<file path="config.mk">
export PLATFORM = sky130hd
export DESIGN_NAME = ipc_power_ctrl
export DESIGN_NICKNAME = d
export VERILOG_FILES = /design/src/verilog/ipc_pkg.sv /design/src/verilog/ipc_sync.sv /design/src/verilog/ipc_counter.sv /design/src/verilog/ipc_power_ctrl.sv
export SDC_FILE = /design/constraint.sdc
export NUM_CORES = 1
export LEC_CHECK = 0
export ABC_CLOCK_PERIOD_IN_PS = 1800
export BUFFER_PORTS_ARGS = -buffer_cell sky130_fd_sc_hd__buf_2
export CORE_ASPECT_RATIO = 0.5
export CORE_MARGIN = 5
export CORE_UTILIZATION = 46
export DETAILED_ROUTE_END_ITERATION = 16
export GPL_ROUTABILITY_DRIVEN = 0
export MAX_ROUTING_LAYER = met4
export PLACE_DENSITY = 0.89
export REMOVE_ABC_BUFFERS = 1
export SLEW_MARGIN = 20
export SYNTH_ARGS = -nofsm -noshare
export SYNTH_HDL_FRONTEND = slang
export SYNTH_SLANG_ARGS = --single-unit
</file>
<file path="constraint.sdc">
create_clock -name i_core_clk -period 1.8 [get_ports i_core_clk]
set_input_delay 0 -clock i_core_clk [delete_from_list [all_inputs] [get_ports i_core_clk]]
set_output_delay 0 -clock i_core_clk [all_outputs]
set_load 0.05 [all_outputs]
</file>
<file path="src/verilog/ipc_pkg.sv">
// Constants and types shared by the idle and power-down controller
package ipc_pkg;
    // Timing: the core clock is the oscillator, one period per cycle
    localparam int          OSC_PERIOD_NS    = 10;
    localparam int          CLK_PERIOD_NS    = 10;
    localparam int          OSC_PER_MCYCLE   = 12;
    localparam int          RST_HOLD_MCYCLES = 2;
    localparam int          RST_HOLD_PERIODS = RST_HOLD_MCYCLES * OSC_PER_MCYCLE;
    localparam int          WAKE_DLY_PERIODS = 1536;
    localparam int          MCYCLE_CLKS      =
        (OSC_PER_MCYCLE * OSC_PERIOD_NS + CLK_PERIOD_NS - 1) / CLK_PERIOD_NS;
    localparam int          RST_HOLD_CLKS    =
        (RST_HOLD_PERIODS * OSC_PERIOD_NS + CLK_PERIOD_NS - 1) / CLK_PERIOD_NS;
    localparam int          WAKE_DLY_CLKS    =
        (WAKE_DLY_PERIODS * OSC_PERIOD_NS + CLK_PERIOD_NS - 1) / CLK_PERIOD_NS;
    localparam int          MC_W             = 4;
    localparam int          RH_W             = 5;
    localparam int          WD_W             = 11;

    // Special function register map
    localparam logic [7:0]  PMC_ADDR         = 8'h87;
    localparam logic [7:0]  PMC_RESET        = 8'h00;
    localparam logic [7:0]  PMC_RW_MASK      = 8'h8f;
    localparam int          BAUD_DOUBLE_BIT  = 7;
    localparam int          USER_FLAG_HI_BIT = 3;
    localparam int          USER_FLAG_LO_BIT = 2;
    localparam int          PD_REQ_BIT       = 1;
    localparam int          IDLE_REQ_BIT     = 0;

    localparam logic [7:0]  BYTE_ZERO        = 8'h00;
    localparam logic [7:0]  BYTE_ONES        = 8'hff;

    typedef enum logic [1:0] {
        IPC_RUN  = 2'b00,
        IPC_IDLE = 2'b01,
        IPC_PD   = 2'b10,
        IPC_WAKE = 2'b11
    } ipc_state_t;
endpackage

</file>
<file path="src/verilog/ipc_sync.sv">
// Two flip-flop synchroniser for pin inputs
module ipc_sync #(
    parameter int W = 1
) (
    input  wire logic         i_core_clk,
    input  wire logic         i_resetn,
    input  wire logic         i_ce,
    input  wire logic [W-1:0] i_async,
    output logic      [W-1:0] o_sync
);
    logic [W-1:0] stage1;

    // First stage feeds only the second stage
    always_ff @(posedge i_core_clk) begin
        if (!i_resetn) begin
            stage1 <= '0;
            o_sync <= '0;
        end else if (i_ce) begin
            stage1 <= i_async;
            o_sync <= stage1;
        end
    end
endmodule

</file>
<file path="src/verilog/ipc_counter.sv">
// Up counter with clear and wrap at a terminal value
module ipc_counter #(
    parameter int W    = 4,
    parameter int LAST = 11
) (
    input  wire logic         i_core_clk,
    input  wire logic         i_resetn,
    input  wire logic         i_ce,
    input  wire logic         i_clr,
    input  wire logic         i_en,
    output logic      [W-1:0] o_count,
    output logic              o_last
);
    localparam logic [W-1:0] LAST_V = W'(LAST);
    localparam logic [W-1:0] ONE_V  = W'(1);

    assign o_last = (o_count == LAST_V);

    always_ff @(posedge i_core_clk) begin
        if (!i_resetn || (i_ce && i_clr)) begin
            o_count <= '0;
        end else if (i_ce && i_en) begin
            o_count <= o_last ? '0 : o_count + ONE_V;
        end
    end
endmodule

</file>
<file path="src/verilog/ipc_power_ctrl.sv">
// Idle and power-down mode controller with its mode control register
//
// Overview of operation
// - Machine cycle is twelve oscillator periods
// - Mode register at 87H, byte access only
// - Bit7 baud double, 6-4 reserved, 1 pd, 0 idle
// - Bits 3 and 2 are free user flags
// - Only the power-down request bit enters power-down
// - Oscillator stops for whole power-down
// - Power-down keeps RAM, registers and port latches
// - Power-down drives both strobes low
// - Port-1 wake, then 1536 period clock hold
// - Reset wake skips the start-up delay
// - Idle gates CPU clock only
// - Idle keeps CPU state and all registers
// - Idle holds port states, strobes driven high
// - Enabled interrupt clears mode bits, ends idle
// - Reset of two machine cycles ends idle
// - Reset restores registers, leaves RAM alone
// - Power-down restores port-2 latch, ones driven strong
// - External memory: port 0 floats, port 2 varies
// - Baud double resets to 0, doubles rate
module ipc_power_ctrl (
    input  wire logic              i_core_clk,
    input  wire logic              i_resetn,
    input  wire logic              i_ce,
    // Special function register port
    input  wire logic [7:0]        i_sfr_addr,
    input  wire logic [7:0]        i_sfr_wdata,
    input  wire logic              i_sfr_wr,
    input  wire logic              i_sfr_rd,
    input  wire logic              i_sfr_bitop,
    output logic                   o_sfr_hit,
    output logic      [7:0]        o_sfr_rdata,
    // External pins
    input  wire logic              i_reset_pin,
    input  wire logic [7:0]        i_port1_wake_interrupts,
    // Interrupt controller
    input  wire logic [7:0]        i_wake_enable,
    input  wire logic              i_irq_active,
    // CPU side
    input  wire logic              i_ext_mem,
    input  wire logic              i_ale_cpu,
    input  wire logic              i_program_fetch_strobe_cpu,
    input  wire logic [7:0]        i_p0_bus_out,
    input  wire logic              i_p0_bus_oe,
    input  wire logic [7:0]        i_p2_addr,
    input  wire logic [7:0]        i_p0_latch,
    input  wire logic [7:0]        i_p1_latch,
    input  wire logic [7:0]        i_port_two_latch,
    input  wire logic [7:0]        i_p3_latch,
    // Clock gates and mode outputs
    output logic                   o_osc_run,
    output logic                   o_cpu_clk_en,
    output logic                   o_periph_clk_en,
    output logic                   o_cpu_reset,
    output logic                   o_mcycle_tick,
    output logic                   o_baud_double,
    output logic                   o_ale,
    output logic                   o_program_fetch_strobe,
    output logic      [7:0]        o_p0_out,
    output logic      [7:0]        o_p0_oe,
    output logic      [7:0]        o_p1_out,
    output logic      [7:0]        o_p2_out,
    output logic      [7:0]        o_p2_oe,
    output logic      [7:0]        o_p3_out
);
    import ipc_pkg::*;

    ipc_state_t      st;
    ipc_state_t      next_st;
    logic [7:0]      power_mode_control;
    logic [7:0]      next_pmc;
    logic [7:0]      held_addr;
    logic            int_rst;
    logic            next_int_rst;
    logic            rst_sync;
    logic [7:0]      wake_sync;
    logic [MC_W-1:0] mc_cnt;
    logic            mc_last;
    logic [RH_W-1:0] rh_cnt;
    logic            rh_last;
    logic [WD_W-1:0] wd_cnt;
    logic            wd_last;

    ////////////////////////////////////////////////////////////////////////
    // Pin synchronisers

    ipc_sync #(.W(1)) u_rst_sync (
        .i_core_clk (i_core_clk),
        .i_resetn   (i_resetn),
        .i_ce       (i_ce),
        .i_async    (i_reset_pin),
        .o_sync     (rst_sync)
    );

    ipc_sync #(.W(8)) u_wake_sync (
        .i_core_clk (i_core_clk),
        .i_resetn   (i_resetn),
        .i_ce       (i_ce),
        .i_async    (i_port1_wake_interrupts),
        .o_sync     (wake_sync)
    );

    ////////////////////////////////////////////////////////////////////////
    // Decode

    wire rst_all   = !i_resetn || int_rst;
    wire in_run    = (st == IPC_RUN);
    wire in_idle   = (st == IPC_IDLE);
    wire in_pd     = (st == IPC_PD);
    wire in_wake   = (st == IPC_WAKE);
    wire osc_alive = !in_pd && !in_wake;
    wire pd_req    = power_mode_control[PD_REQ_BIT];
    wire idle_req  = power_mode_control[IDLE_REQ_BIT];
    wire wake_any  = |(wake_sync & i_wake_enable);
    wire idle_exit = in_idle && i_irq_active;
    wire wake_done = in_wake && wd_last;
    wire addr_hit  = (i_sfr_addr == PMC_ADDR);
    // Not bit addressable: a bit operation aimed here is ignored
    wire sw_write  = i_sfr_wr && addr_hit && !i_sfr_bitop;
    wire enter_pd  = in_run && pd_req;
    wire enter_idl = in_run && idle_req && !pd_req;

    ////////////////////////////////////////////////////////////////////////
    // Counters

    // Machine cycle divider clears to zero while the oscillator is stopped
    ipc_counter #(.W(MC_W), .LAST(MCYCLE_CLKS - 1)) u_mcycle (
        .i_core_clk (i_core_clk),
        .i_resetn   (i_resetn),
        .i_ce       (i_ce),
        .i_clr      (!osc_alive),
        .i_en       (osc_alive),
        .o_count    (mc_cnt),
        .o_last     (mc_last)
    );

    // Reset pin hold time, two machine cycles of periods
    ipc_counter #(.W(RH_W), .LAST(RST_HOLD_CLKS - 1)) u_rst_hold (
        .i_core_clk (i_core_clk),
        .i_resetn   (i_resetn),
        .i_ce       (i_ce),
        .i_clr      (!rst_sync || int_rst),
        .i_en       (rst_sync),
        .o_count    (rh_cnt),
        .o_last     (rh_last)
    );

    // Start-up delay, zero on entry to the wake state
    ipc_counter #(.W(WD_W), .LAST(WAKE_DLY_CLKS - 1)) u_wake_dly (
        .i_core_clk (i_core_clk),
        .i_resetn   (i_resetn),
        .i_ce       (i_ce),
        .i_clr      (!in_wake || int_rst),
        .i_en       (in_wake),
        .o_count    (wd_cnt),
        .o_last     (wd_last)
    );

    assign o_mcycle_tick = mc_last && osc_alive;

    // Reset pin held long enough becomes the internal reset.
    // The oscillator must be stable before the pin drops; no wait here.
    assign next_int_rst = rst_sync && (int_rst || rh_last);

    ////////////////////////////////////////////////////////////////////////
    // Mode state machine

    always_comb begin
        next_st = st;
        unique case (st)
            IPC_RUN: begin
                if (enter_pd) begin
                    next_st = IPC_PD;
                end else if (enter_idl) begin
                    next_st = IPC_IDLE;
                end
            end
            IPC_IDLE: begin
                if (idle_exit) begin
                    next_st = IPC_RUN;
                end
            end
            IPC_PD: begin
                if (wake_any) begin
                    next_st = IPC_WAKE;
                end
            end
            IPC_WAKE: begin
                if (wd_last) begin
                    next_st = IPC_RUN;
                end
            end
        endcase
    end

    ////////////////////////////////////////////////////////////////////////
    // Mode control register

    always_comb begin
        next_pmc = power_mode_control;
        if (sw_write) begin
            next_pmc = i_sfr_wdata & PMC_RW_MASK;
        end
        // Only the mode bits clear so user flags still tell idle apart
        if (idle_exit || wake_done) begin
            next_pmc[PD_REQ_BIT]   = 1'b0;
            next_pmc[IDLE_REQ_BIT] = 1'b0;
        end
    end

    // RAM is outside this block and is never touched by reset
    always_ff @(posedge i_core_clk) begin
        if (rst_all) begin
            power_mode_control <= PMC_RESET;
            st                 <= IPC_RUN;
        end else if (i_ce) begin
            power_mode_control <= next_pmc;
            st                 <= next_st;
        end
    end

    always_ff @(posedge i_core_clk) begin
        if (!i_resetn) begin
            int_rst <= 1'b0;
        end else if (i_ce) begin
            int_rst <= next_int_rst;
        end
    end

    // Idle keeps the address that port 2 showed at entry
    always_ff @(posedge i_core_clk) begin
        if (rst_all) begin
            held_addr <= BYTE_ZERO;
        end else if (i_ce && enter_idl) begin
            held_addr <= i_p2_addr;
        end
    end

    always_ff @(posedge i_core_clk) begin
        if (!i_resetn) begin
            o_sfr_rdata <= BYTE_ZERO;
        end else if (i_ce && i_sfr_rd && addr_hit) begin
            o_sfr_rdata <= power_mode_control & PMC_RW_MASK;
        end
    end

    assign o_sfr_hit     = addr_hit && !i_sfr_bitop;
    assign o_baud_double = power_mode_control[BAUD_DOUBLE_BIT];

    ////////////////////////////////////////////////////////////////////////
    // Clock gates, strobes and pins

    // The CPU gets one more cycle after its request write, then halts
    assign o_osc_run       = osc_alive;
    assign o_cpu_clk_en    = in_run;
    assign o_periph_clk_en = in_run || in_idle;
    assign o_cpu_reset     = rst_all;

    assign o_ale = in_pd || in_wake ? 1'b0 :
                   in_idle ? 1'b1 : i_ale_cpu;
    assign o_program_fetch_strobe = in_pd || in_wake ? 1'b0 :
                                    in_idle ? 1'b1 : i_program_fetch_strobe_cpu;

    wire       bus_p0  = i_ext_mem && in_run && i_p0_bus_oe;
    wire [7:0] p0_open = ~i_p0_latch;

    // Port 0 floats in either low-power mode under external memory
    assign o_p0_out = bus_p0 ? i_p0_bus_out : BYTE_ZERO;
    assign o_p0_oe  = bus_p0 ? BYTE_ONES :
                      (i_ext_mem && !in_run) ? BYTE_ZERO :
                      (i_ext_mem ? BYTE_ZERO : p0_open);
    assign o_p1_out = i_p1_latch;
    assign o_p3_out = i_p3_latch;

    // Port 2 shows the latch again in power-down, ones driven strong
    assign o_p2_out = (!i_ext_mem || in_pd || in_wake) ?
                      i_port_two_latch :
                      (in_idle ? held_addr : i_p2_addr);
    assign o_p2_oe  = BYTE_ONES;
endmodule

</file>
==> metrics.cfg <==
[worst_hold_path]
min-delay-path-class = input port to output pin
min_delay_path_depth = 0
holdCritStartpoint = i_p1_latch[0]
whs_endpoint = o_p1_out[0]

[power_and_ir_drop]
final_total_pwr_mw = 3.560
powerDensity_nw_per_um2 = 857.8
irDropWorstVdd_v = 0.0005869
leakage_nw = 1.881

[layout]
final_net_count = 571
mostFrequentLayoutCell = sky130_fd_sc_hd__buf_2
most-common-layout-cells = sky130_fd_sc_hd__buf_2, sky130_fd_sc_hd__dfxtp_1, sky130_fd_sc_hd__mux2i_1
fill_cells = 543
post_layout_nonfiller_instances = 572
proportion_of_layout_cells_with_a_drive_suffix_above_1_pct = 29.79
diodes_inserted = 0
syn_to_final_growth_pct = 33.37
post-route-util_pct = 62.68

[route]
drt_iter0_markers = 129
detail-route-antenna-nets = 0
viasPerCell = 5.065
detail_route.first_pass.iterations = 4
avgRoutedWirePerCell_um = 14.08
dr_total_vias = 2897
drc = 0
route.final.wire_length_mm = 8.053

[place]
placement.io_buffers = 110
place.detailed.hpwl_mm = 5.741
place.detailed.instances = 535

[clock_network]
count_of_clock_tree_sinks = 59
tritoncts = done
cts_root_buf = sky130_fd_sc_hd__clkbuf_16
clock_tree_buf_depth = 2
clkTransAtPathRegs_ns = 0.05
cts.htree.levels = 3
clkLatencyLatePin_ns = 0.32
inserted_clock_buffers = 9

[critical_path]
worst_r2r_path_depth = 5
critical_path.reg2reg.endpoint = st[0]
worstSetupStartpointType = register
timing.critical_path.fanout_max = 5
worst-setup-path-type = register to register
critical_path_required_ns = 2.02
endpoint_kind = register
worstPathArrival_ns = 1.97
regToRegSetupSlack_ns = 0.05
timing.rr.start = u_wake_dly.o_count[0]
setup.worst_path.start = u_wake_dly.o_count[0]

[yosys]
mappedNetlistArea_um2 = 3112
yosysWarnings = 0
ys_types = 45
synthArstFlopShare_pct = 0
seq_area_frac_synth_pct = 37.96
synthCells = 356
post_synth.cell_area_avg_um2 = 8.741
ys_top_cells_by_area = sky130_fd_sc_hd__dfxtp_1, sky130_fd_sc_hd__mux2i_1, sky130_fd_sc_hd__buf_4
synthFlopType = sky130_fd_sc_hd__dfxtp_1
synth_top_area_cell = sky130_fd_sc_hd__dfxtp_1
count_of_flip_flops_with_a_built_in_enable_after_synthesis = 0
proportion_of_netlist_area_held_by_the_largest_area_contributor_pct = 37.96
ys_seq_elements = 59

[outcome]
run_status = finished, final reports clean

[grt]
met1_usage_pct = 21.53
global_route.usage.total_pct = 19.31
grtUsageMet3_pct = 7.405
grt_pass1_wl_mm = 12.84
gr-max-usage-layer = met2
globalRouteMet2Util_pct = 32.94
first_global_vias = 2746
pin_count_of_the_biggest_net_entering_global_routing = 34
antenna_found_initial = 0
globalRouteOverflowTotal = 0

[sta]
rsz0062_at_grt = false
setup_viol = 0
maxSlewHeadroom_pct = 59.71
min_period_over_period_pct = 97.23
drv_slew = 0
count_of_endpoints_failing_hold_in_the_final_timing_report = 0
worst_clock_skew_ns = 0.007930
timing_worst_slew_pin_value_ns = 0.6011
finalWorstPathRequiredPeriod_ns = 1.750
clock.fmax_mhz = 571.4

[run]
max_cap_viol_count = 0

[floorplanning]
fp.coreArea_um2 = 6621
die_area_um2 = 8610
initial_core_util_pct = 47.00
design.portCount = 157
floorplan.die.width_um = 126.3
placementRows = 21
die-height_um = 68.16

worst max-delay path, stage by stage (launching register included):
cell	delay, ns
sky130_fd_sc_hd__dfxtp_1	0.39
sky130_fd_sc_hd__ha_1	0.22
sky130_fd_sc_hd__nand4_1	0.14
sky130_fd_sc_hd__or3_1	0.39
sky130_fd_sc_hd__a211o_1	0.31
sky130_fd_sc_hd__a22o_1	0.19
worst max path at each step:
stage,endpoint,cells past startpoint
after global placement,st[0],5
after floorplan,o_p2_out[0],3
after detailed placement,st[0],5
after global routing,o_p0_oe[6],5
after CTS,o_p0_out[4],5
final,st[0],5
through the flow:
step / setup TNS, ns / hold slack, ns / area (um^2) / worst slack [ns]
after floorplan: -15.53 / 0 / 2863 / -0.6065
after global placement: 0 / 0.0008785 / 3626 / 0.1362
after detailed placement: 0 / 0.0008785 / 3626 / 0.08069
after CTS: 0 / 0.0008785 / 4144 / 0.02547
after global routing: 0 / 0.0003853 / 4150 / 0.0006862
final: 0 / 0.0004369 / 4150 / 0.04992
sequential cells by signal, summed over array words and instances, names as in the netlist:
register	cells
u_wake_dly.o_count	11
held_addr	8
u_wake_sync.o_sync	8
u_wake_sync.stage1	8
o_sfr_rdata	5
power_mode_control	5
u_rst_hold.o_count	5
u_mcycle.o_count	4
st	2
int_rst	1
u_rst_sync.o_sync	1
u_rst_sync.stage1	1
cell usage after synthesis, types with 3 or more instances:
cell / count
sky130_fd_sc_hd__dfxtp_1: 59
sky130_fd_sc_hd__mux2i_1: 43
sky130_fd_sc_hd__nor2b_1: 32
sky130_fd_sc_hd__nor2_1: 31
sky130_fd_sc_hd__buf_4: 27
sky130_fd_sc_hd__nand2_1: 22
sky130_fd_sc_hd__clkbuf_1: 13
sky130_fd_sc_hd__o21ai_1: 11
sky130_fd_sc_hd__nor3_1: 10
sky130_fd_sc_hd__o21ai_0: 9
sky130_fd_sc_hd__a21oi_1: 8
sky130_fd_sc_hd__and2_1: 8
sky130_fd_sc_hd__nand3_1: 7
sky130_fd_sc_hd__and3_1: 6
sky130_fd_sc_hd__nand4_1: 6
sky130_fd_sc_hd__inv_1: 5
sky130_fd_sc_hd__xnor2_1: 5
sky130_fd_sc_hd__a22oi_1: 4
sky130_fd_sc_hd__buf_2: 4
sky130_fd_sc_hd__nor4_1: 4
sky130_fd_sc_hd__xor2_1: 4
sky130_fd_sc_hd__a211oi_1: 3
sky130_fd_sc_hd__ha_1: 3
sky130_fd_sc_hd__nand2b_1: 3
sky130_fd_sc_hd__nand4b_1: 3
sky130_fd_sc_hd__nor3b_1: 3
layer usage:
layer | vias to the layer above | part of all wire (%)
met5 | - | 0
met4 | 0 | 1.3
met3 | 10 | 8.9
met2 | 111 | 49
met1 | 1327 | 41
li1 | 1449 | -
power by group:
| part | internal (mW) | total [mW] | switching, mW |
|---|---|---|---|
| Clock | 1.13 | 1.69 | 0.554 |
| Sequential | 1.33 | 1.35 | 0.0136 |
| Combinational | 0.187 | 0.526 | 0.339 |
| Total | 2.65 | 3.56 | 0.906 |
cell type report:
| type | instances | area [um^2] | share of cell area (%) |
|---|---|---|---|
| clock buffer | 13 | 260.3 | 6.271 |
| clock inverter | 2 | 35.03 | 0.8441 |
| inverter | 6 | 22.52 | 0.5427 |
| multi-input combinational | 255 | 1663 | 40.07 |
| sequential | 59 | 1184 | 28.52 |
| tap | 92 | 115.1 | 2.774 |
| timing repair buffer | 145 | 870.8 | 20.98 |
repair_timing:
item | in CTS | in global routing
endpoints found under the hold margin | 22 | 0
buffers inserted | 0 | 0
gates resized for setup | 1 | 4
endpoints found under the setup margin | 8 | 24
hold buffers | 22 | 0
cells by family (layout without fill, tap and decap cells):
group                    count (synthesis)  after routing  synth area share [%]
other                                    2             11                0.2413
buffers and inverters                   51            166                 9.811
XOR/XNOR                                 9              9                 2.533
flip-flops                              59             59                 37.96
multiplexers                            43             43                 13.83
AO/OA/AOI/OAI                           45             45                 8.927
adder cells (fa/ha/maj)                  3              3                 1.206
AND/OR/NAND/NOR                        144            144                 25.49
Power figures use the tool's default switching activity.
